===== src/rtl/osf_defines.svh =====
// Constants for the oversampling average filter
`ifndef OSF_DEFINES_SVH
`define OSF_DEFINES_SVH
`define OSF_CHANNELS        8
`define OSF_SAMPLE_W        14
`define OSF_ACC_W           20
`define OSF_CODE_W          3
`define OSF_OS_NONE         3'h0
`define OSF_OS_INVALID      3'h7
`define OSF_FIFO_DEPTH      32
`define OSF_CLK_PERIOD_NS   100
`define OSF_SAMPLE_PERIOD_NS 5000
`define OSF_SAMPLE_CYCLES   ((`OSF_SAMPLE_PERIOD_NS + `OSF_CLK_PERIOD_NS - 1) / `OSF_CLK_PERIOD_NS)
`define OSF_TIMER_W         7
`define OSF_SYNC_W          7
`endif


===== src/rtl/osf_pkg.sv =====
// Types for the oversampling average filter
`include "osf_defines.svh"
package osf_pkg;
  typedef logic [`OSF_CHANNELS-1:0][`OSF_SAMPLE_W-1:0] chan_words_t;
  typedef logic [`OSF_CHANNELS-1:0][`OSF_ACC_W-1:0]    chan_sums_t;
  typedef struct packed {
    logic [`OSF_CODE_W-1:0] ratio_code;
    chan_words_t            chan;
  } result_t;
  typedef struct packed {
    logic                   start_a;
    logic                   start_b;
    logic [`OSF_CODE_W-1:0] os_code;
    logic                   range_high;
    logic                   ref_internal;
  } pins_t;
  typedef enum logic [1:0] {S_IDLE, S_WAIT, S_GAP, S_PUSH} filt_state_t;
endpackage : osf_pkg


===== src/rtl/oversampling_average_filter.sv =====
// Oversampling average filter with decimation, result FIFO and pin configuration
// Behaviour
// - Decode oversample select; code 111 rejected
// - Output rate falls inversely with ratio
// - First group sample on conversion-start rising edge
// - Remaining samples triggered by internal timer
// - Average all samples of a group
// - One 14-bit word per channel per group
// - Range pin sets gain for all channels
// - Reference select pin chooses reference source
// - Reference buffer amplifier always enabled
// - High selects internal; low powers bandgap down
`timescale 1ns/1ps
`default_nettype none
`include "osf_defines.svh"

module result_fifo #(
  parameter int WIDTH = 8,
  parameter int DEPTH = 32
) (
  // Clock and reset
  input  wire logic             i_clk,
  input  wire logic             i_reset,
  // Fill side
  input  wire logic             i_in_valid,
  output logic                  o_in_ready,
  input  wire logic [WIDTH-1:0] i_in_data,
  // Drain side
  output logic                  o_out_valid,
  input  wire logic             i_out_ready,
  output logic [WIDTH-1:0]      o_out_data
);
  localparam int AW = $clog2(DEPTH);
  logic [WIDTH-1:0] mem [DEPTH];
  logic [AW-1:0]    wr_ptr_ff;
  logic [AW-1:0]    rd_ptr_ff;
  logic [AW:0]      level_ff;
  logic             out_valid_ff;
  logic [WIDTH-1:0] out_data_ff;
  logic             push;
  logic             pop;
  logic             load_out;
  logic             mem_rd;
  logic             bypass;
  logic             mem_wr;

  assign push        = i_in_valid && o_in_ready;
  assign pop         = out_valid_ff && i_out_ready;
  assign load_out    = !out_valid_ff || pop;
  assign mem_rd      = load_out && (level_ff != '0);
  assign bypass      = load_out && (level_ff == '0) && push; // Empty array: straight to output
  assign mem_wr      = push && !bypass;
  // Output stage counts toward capacity, so exactly DEPTH words fit in all
  assign o_in_ready  = ((level_ff + {{AW{1'b0}}, out_valid_ff}) != DEPTH[AW:0]);
  assign o_out_valid = out_valid_ff;
  assign o_out_data  = out_data_ff;

  // Storage has no reset; only pointers, fill level and output valid are reset
  always_ff @(posedge i_clk) begin
    if (mem_wr) begin
      mem[wr_ptr_ff] <= i_in_data;
    end
  end

  // Registered output stage keeps array read paths off the drain side
  always_ff @(posedge i_clk) begin
    if (mem_rd) begin
      out_data_ff <= mem[rd_ptr_ff];
    end else if (bypass) begin
      out_data_ff <= i_in_data;
    end
  end

  // Output valid refills whenever the stage empties or is popped
  always_ff @(posedge i_clk) begin
    if (i_reset) begin
      out_valid_ff <= 1'b0;
    end else if (load_out) begin
      out_valid_ff <= mem_rd || push;
    end
  end

  // Pointers and fill level of the array
  always_ff @(posedge i_clk) begin
    if (i_reset) begin
      wr_ptr_ff <= '0;
      rd_ptr_ff <= '0;
      level_ff  <= '0;
    end else begin
      if (mem_wr) wr_ptr_ff <= wr_ptr_ff + 1'b1;
      if (mem_rd) rd_ptr_ff <= rd_ptr_ff + 1'b1;
      if (mem_wr && !mem_rd) level_ff <= level_ff + 1'b1;
      else if (mem_rd && !mem_wr) level_ff <= level_ff - 1'b1;
    end
  end
endmodule : result_fifo

module oversampling_average_filter
  import osf_pkg::*;
(
  // Clock and reset
  input  wire logic        i_clk,
  input  wire logic        i_reset,
  // Host pins
  input  wire logic        i_conv_start_group_a,
  input  wire logic        i_conv_start_group_b,
  input  wire logic [2:0]  i_oversample_select,
  input  wire logic        i_range_select,
  input  wire logic        i_reference_source_select,
  // Converter core
  output logic             o_sample_strobe,
  input  wire logic        i_sample_valid,
  input  wire chan_words_t i_sample_data,
  // Analog control
  output logic             o_gain_high_range,
  output logic             o_ref_internal_enable,
  output logic             o_bandgap_power_down,
  output logic             o_ref_buffer_enable,
  output logic             o_reference_io_pin_oe,
  // Result stream
  output logic             o_result_valid,
  input  wire logic        i_result_ready,
  output result_t          o_result,
  output logic             o_busy
);
  localparam logic [`OSF_TIMER_W-1:0] SAMPLE_CYCLES = `OSF_TIMER_W'(`OSF_SAMPLE_CYCLES);

  pins_t                      pins_raw;
  logic [`OSF_SYNC_W-1:0]     s1_ff, s2_ff, s3_ff, clean_ff;
  pins_t                      pins;
  logic                       both_high_ff;
  logic                       start_edge;
  filt_state_t                state_ff;
  logic [2:0]                 shift_ff;
  logic [6:0]                 count_ff;
  logic [`OSF_TIMER_W-1:0]    timer_ff;
  chan_sums_t                 sum_ff;
  result_t                    push_data;
  logic                       push_valid;
  logic                       push_ready;
  logic                       out_valid;
  result_t                    out_data;
  logic                       last_sample;

  assign pins_raw = '{start_a: i_conv_start_group_a, start_b: i_conv_start_group_b,
                      os_code: i_oversample_select, range_high: i_range_select,
                      ref_internal: i_reference_source_select};

  // Three-stage pin synchroniser; a change counts once stages two and three agree
  genvar gb;
  generate
    for (gb = 0; gb < `OSF_SYNC_W; gb++) begin : g_sync
      always_ff @(posedge i_clk) begin
        if (i_reset) begin
          s1_ff[gb]    <= 1'b0;
          s2_ff[gb]    <= 1'b0;
          s3_ff[gb]    <= 1'b0;
          clean_ff[gb] <= 1'b0;
        end else begin
          s1_ff[gb] <= pins_raw[gb];
          s2_ff[gb] <= s1_ff[gb];
          s3_ff[gb] <= s2_ff[gb];
          if (s2_ff[gb] == s3_ff[gb]) clean_ff[gb] <= s3_ff[gb];
        end
      end
    end
  endgenerate
  assign pins = pins_t'(clean_ff);

  // Group start is the rise of both start lines being high
  always_ff @(posedge i_clk) begin
    if (i_reset) both_high_ff <= 1'b0;
    else         both_high_ff <= pins.start_a && pins.start_b;
  end
  assign start_edge  = pins.start_a && pins.start_b && !both_high_ff;
  assign last_sample = (count_ff + 7'h01) == (7'h01 << shift_ff);

  // Group sequencer; starts while busy are dropped, so the rate cannot overrun
  always_ff @(posedge i_clk) begin
    if (i_reset) begin
      state_ff <= S_IDLE;
      shift_ff <= 3'h0;
      count_ff <= 7'h00;
    end else begin
      case (state_ff)
        S_IDLE: begin
          if (start_edge && pins.os_code != `OSF_OS_INVALID) begin
            state_ff <= S_WAIT;
            shift_ff <= pins.os_code;
            count_ff <= 7'h00;
          end
        end
        S_WAIT: begin
          if (i_sample_valid) begin
            count_ff <= count_ff + 7'h01;
            state_ff <= last_sample ? S_PUSH : S_GAP;
          end
        end
        S_GAP: begin
          if (timer_ff == '0) state_ff <= S_WAIT;
        end
        S_PUSH: begin
          if (push_ready) state_ff <= S_IDLE;
        end
        default: state_ff <= S_IDLE;
      endcase
    end
  end

  // Sample timer spaces conversions at the full converter rate
  always_ff @(posedge i_clk) begin
    if (i_reset) begin
      timer_ff        <= '0;
      o_sample_strobe <= 1'b0;
    end else begin
      o_sample_strobe <= 1'b0;
      if (timer_ff != '0) timer_ff <= timer_ff - 1'b1;
      if (state_ff == S_IDLE && start_edge && pins.os_code != `OSF_OS_INVALID) begin
        o_sample_strobe <= 1'b1;
        timer_ff        <= SAMPLE_CYCLES - 1'b1;
      end else if (state_ff == S_GAP && timer_ff == '0) begin
        o_sample_strobe <= 1'b1;
        timer_ff        <= SAMPLE_CYCLES - 1'b1;
      end
    end
  end

  // Per-channel accumulators and mean by arithmetic shift
  genvar gc;
  generate
    for (gc = 0; gc < `OSF_CHANNELS; gc++) begin : g_chan
      logic [`OSF_ACC_W-1:0] mean;
      always_ff @(posedge i_clk) begin
        if (i_reset || (state_ff == S_IDLE)) begin
          sum_ff[gc] <= '0;
        end else if (state_ff == S_WAIT && i_sample_valid) begin
          sum_ff[gc] <= sum_ff[gc] + `OSF_ACC_W'(signed'(i_sample_data[gc]));
        end
      end
      assign mean = `OSF_ACC_W'($signed(sum_ff[gc]) >>> shift_ff);
      assign push_data.chan[gc] = mean[`OSF_SAMPLE_W-1:0];
    end
  endgenerate
  assign push_data.ratio_code = shift_ff;
  assign push_valid = (state_ff == S_PUSH);

  result_fifo #(
    .WIDTH ($bits(result_t)),
    .DEPTH (`OSF_FIFO_DEPTH)
  ) u_fifo (
    .i_clk       (i_clk),
    .i_reset     (i_reset),
    .i_in_valid  (push_valid),
    .o_in_ready  (push_ready),
    .i_in_data   (push_data),
    .o_out_valid (out_valid),
    .i_out_ready (i_result_ready),
    .o_out_data  (out_data)
  );
  assign o_result_valid = out_valid;
  assign o_result       = out_data;

  // Analog controls follow the filtered pins; buffer amplifier never switched off
  always_ff @(posedge i_clk) begin
    if (i_reset) begin
      o_gain_high_range     <= 1'b0;
      o_ref_internal_enable <= 1'b0;
      o_bandgap_power_down  <= 1'b1;
      o_reference_io_pin_oe <= 1'b0;
      o_ref_buffer_enable   <= 1'b1;
      o_busy                <= 1'b0;
    end else begin
      o_gain_high_range     <= pins.range_high;
      o_ref_internal_enable <= pins.ref_internal;
      o_bandgap_power_down  <= !pins.ref_internal;
      o_reference_io_pin_oe <= pins.ref_internal;
      o_ref_buffer_enable   <= 1'b1;
      o_busy                <= (state_ff != S_IDLE);
    end
  end

  logic [`OSF_TIMER_W-1:0] since_ff;
  always_ff @(posedge i_clk) begin
    if (i_reset || o_sample_strobe) since_ff <= '0;
    else if (since_ff != '1) since_ff <= since_ff + 1'b1;
  end
endmodule : oversampling_average_filter
`default_nettype wire


===== config.mk =====
export PLATFORM = sky130hd
export DESIGN_NAME = oversampling_average_filter
export DESIGN_NICKNAME = d
export VERILOG_FILES = /design/src/rtl/osf_pkg.sv /design/src/rtl/oversampling_average_filter.sv
export VERILOG_INCLUDE_DIRS = /design/src /design/src/rtl
export SDC_FILE = /design/constraint.sdc
export NUM_CORES = 2
export LEC_CHECK = 0
export ABC_AREA = 1
export CORE_ASPECT_RATIO = 1.25
export CORE_UTILIZATION = 57
export CTS_CLUSTER_SIZE = 8
export DETAILED_ROUTE_END_ITERATION = 7
export DONT_BUFFER_PORTS = 1
export PLACE_DENSITY = 0.78
export SLEW_MARGIN = 20
export SYNTH_ARGS = -nofsm -noshare
export SYNTH_HDL_FRONTEND = slang
export SYNTH_HIERARCHICAL = 1
export SYNTH_SLANG_ARGS = --single-unit
export TNS_END_PERCENT = 10

===== constraint.sdc =====
create_clock -name i_clk -period 11.35 [get_ports i_clk]
set_clock_uncertainty 0.2 [all_clocks]
set_input_delay 2.27 -clock i_clk [delete_from_list [all_inputs] [get_ports i_clk]]
set_output_delay 2.27 -clock i_clk [all_outputs]
set_load 0.02 [all_outputs]

==> results.md <==
- Status: finished, final reports clean
- Clock Sinks: 4030
- Total gr overflow: 0
- Post-synthesis cell type count: 52
- Row cnt: 223
- Syn. warnings: 6
- Via/cell ratio: 6.56
- Largest net degree at the start of global routing: approximately 230
- DP HPWL: around 260000 um
- CTS Buffer Depth: 4
- Htree depth: 6
- Gpl congestion: a little over 0.9
- VDD IR max: approximately 0.21 mV
- Placed cell count: 17749
- Die Area: between 200000 and 300000 um^2
- Worst-Skew Late Latency: around 950 ps
- Prevailing post-synth register cell: edfxtp_1
- Vias in the first global route: 117651
- Worst-path clk slew: 50 ps
- Post-Route WL: about 500000 um
- Setup Crit Path Kind: input port to register
- Vias: 120966
- Final non-filler cell total: 18442
- Post-synth EDFFs: 3795
- Final setup vio count: 0
- Worst-margin pin slew: approximately 1300 ps
- # DRC: 0
- Final min period: 5990 ps
- Leak: 65.2 nW
- Post-CTS sizing: 0
- Hold slack final: 191 ps
- Initial Utilization: approximately 57%
- Initial antenna violation count: 10
- Worst min path class: register to register
- Fraction of registers with async set/reset: 0%
- Fmax: 0.167 GHz
- Worst path arrival time: about 6300 ps
- Synth Net Count: 14798
- WL/cell: between 20 and 30 um
- Synth area leader: edfxtp_1
- Max Slew Vio Count: 0
- Layout Nets: about 15000
- Share of cells above drive strength 1: under 10%
- First-pass GRT wire length: slightly above 700000 um
- Mapped Area: 169000 um^2
- Rel. slew slack: a little over an eighth
- Die Y: 611 um
- CTS Buf Count: approximately 580
- CTS tree: built
- IO Count: 246
- Clock Root Buffer: clkbuf_16
- Max-cap violations: 0
- Hold-fix buffers, CTS: 0
- WHS Path Cells: 2
- Die width: a little under 500 um
- Starting DRT DRC Count: ~19000
- GRT Total Usage: roughly a third
- TritonRoute pass-1 iters: 7
- Worst Path Required: 11660 ps
- Final Hold Vio Count: 0
- Power density cells: between 200 and 250 nW/um^2
- FF-to-FF path depth: 10
- Crit Path Max Fanout: 33
- RSZ-0062 raised after global routing: false
- IO buf count: 0
- Share of Yosys cell area claimed by the top area cell type: between 60% and 70%
- Mapped Cells: between 10000 and 15000
- Setup crit start kind: input port
- Area of the core: between 200000 and 300000 um^2
- Ranking of synthesized cells by area: edfxtp_1 (67%), o21ai_0 (7.2%), nor2_1 (5.8%)
- Fin util: a little under two thirds
- Yosys reg bits: 4030
- Area growth, synth to finish: 11.6%
- Antenna-violating nets left: 0
- Final Total Pwr: between 40 and 50 mW
- Setup Buffers After CTS: 0
- Mean Syn Cell Area: ~12 um^2
- Crit. End Element: register
- Tcrit/Tclk final: about 53%
- Register area share after synthesis: 70.2%
-- final cells by class --
cell class / instances / area, um^2
diodes: 5 / 12.5
repair buffers: 261 / 2320
multi-input cells: 8995 / 45200
clock buffers: 648 / 15000
clock inverters: 39 / 541
fillers: 20796 / 106000
well taps: 3937 / 4930
flip-flops and latches: 4030 / 119000
inverters: 527 / 2030
-- cells in the final DEF (no fill, tap or decap), drive strengths merged, types with 163 or more instances in the layout --
cell type / n
edfxtp: 3795
o21ai: 2786
nor2: 2609
nand2: 1254
o22ai: 1099
clkbuf: 648
inv: 551
a21oi: 371
nand3: 275
buf: 261
dfxtp: 235
ha: 163
-- critical path: stages --
cell     delay, ps
nor2_1         560
nor2_1         140
or2_1          450
inv_1          190
nand2_1        440
nor2_4         880
buf_4          620
buf_4          620
-- per-stage QoR --
step	instance area [um^2]	setup TNS (ps)	setup WS, ps
after CTS	189000	0	5490
final	189000	0	5360
after global placement	173000	0	4590
after global routing	189000	0	5310
after detailed placement	173000	0	4590
after floorplan	169000	-100980	-439
-- power breakdown --
part | leakage [nW] | switching, mW | internal [mW] | total, mW
Combinational | 20.3 | 6.98 | 2.73 | 9.71
Sequential | 37.3 | 0.804 | 16.5 | 17.3
Clock | 7.60 | 5.99 | 9.22 | 15.2
Total | 65.2 | 13.8 | 28.4 | 42.2
-- sequential cells by signal, summed over array words and instances, names as in the netlist, named ones only --
signal                 cells
u_fifo/mem              3680
sum_ff                   160
u_fifo/o_out_data        115
clean_ff                   7
count_ff                   7
s1_ff                      7
s2_ff                      7
s3_ff                      7
timer_ff                   7
u_fifo/level_ff            6
u_fifo/rd_ptr_ff           5
u_fifo/wr_ptr_ff           5
shift_ff                   3
state_ff                   2
both_high_ff               1
o_bandgap_power_down       1
o_busy                     1
o_gain_high_range          1
o_reference_io_pin_oe      1
o_sample_strobe            1
u_fifo/o_out_valid         1
-- layer usage --
| metal | up-vias | global-route usage, % | wire length, um |
|---|---|---|---|
| met5 | - | 0 | 27 |
| met4 | 4 | 18.8 | 31900 |
| met3 | 1814 | 8.31 | 70100 |
| met2 | 9183 | 51.8 | 229000 |
| met1 | 57691 | 40.3 | 165000 |
| li1 | 52274 | - | - |
-- worst paths after layout --
| path | start | to | slack (ps) |
|---|---|---|---|
| setup / recovery | i_result_ready | u_fifo/mem[16][52]$_DFFE_PP_ | 5360 |
| hold / removal | s1_ff[6]$_SDFF_PP0_ | s2_ff[6]$_SDFF_PP0_ | 190 |
| setup reg to reg | register | u_fifo/o_out_data[36]$_DFFE_PP_ | 5810 |
| hold reg to reg | s1_ff[6]$_SDFF_PP0_ | s2_ff[6]$_SDFF_PP0_ | 190 |
-- logic make-up (layout without fill, tap and decap cells) --
kind of cell               Yosys count  count (layout)  synth area share, %
buffers and inverters             1479            1475                 3.72
xor gates and xnor gates            90              90                0.466
and+or+nand+nor                   4261            4261                 9.83
other                                1               6              0.00222
muxes                               67              67                0.397
DFF                               4030            4030                 70.2
adders and majority gates          171             171                 1.30
AOI/OAI and AO/OA                 4405            4405                 14.1
-- synth_stat cells, types with 10 or more instances --
cell type	count
nand4_1	30
xnor2_1	21
buf_2	285
a31oi_1	22
ha_1	163
nand3_1	273
buf_1	36
clkbuf_1	549
nand2_1	1252
buf_4	51
mux2i_1	67
o221ai_1	16
a21oi_1	369
o22ai_1	1099
o21ai_1	347
and2_1	14
dfxtp_1	235
nor2_1	2603
o21ai_0	2439
o211ai_1	18
inv_1	518
nor3_1	55
xor2_1	69
edfxtp_1	3795
o21bai_1	45
buf_6	22
a21o_1	10
a221oi_1	16
Power figures use the tool's default switching activity.
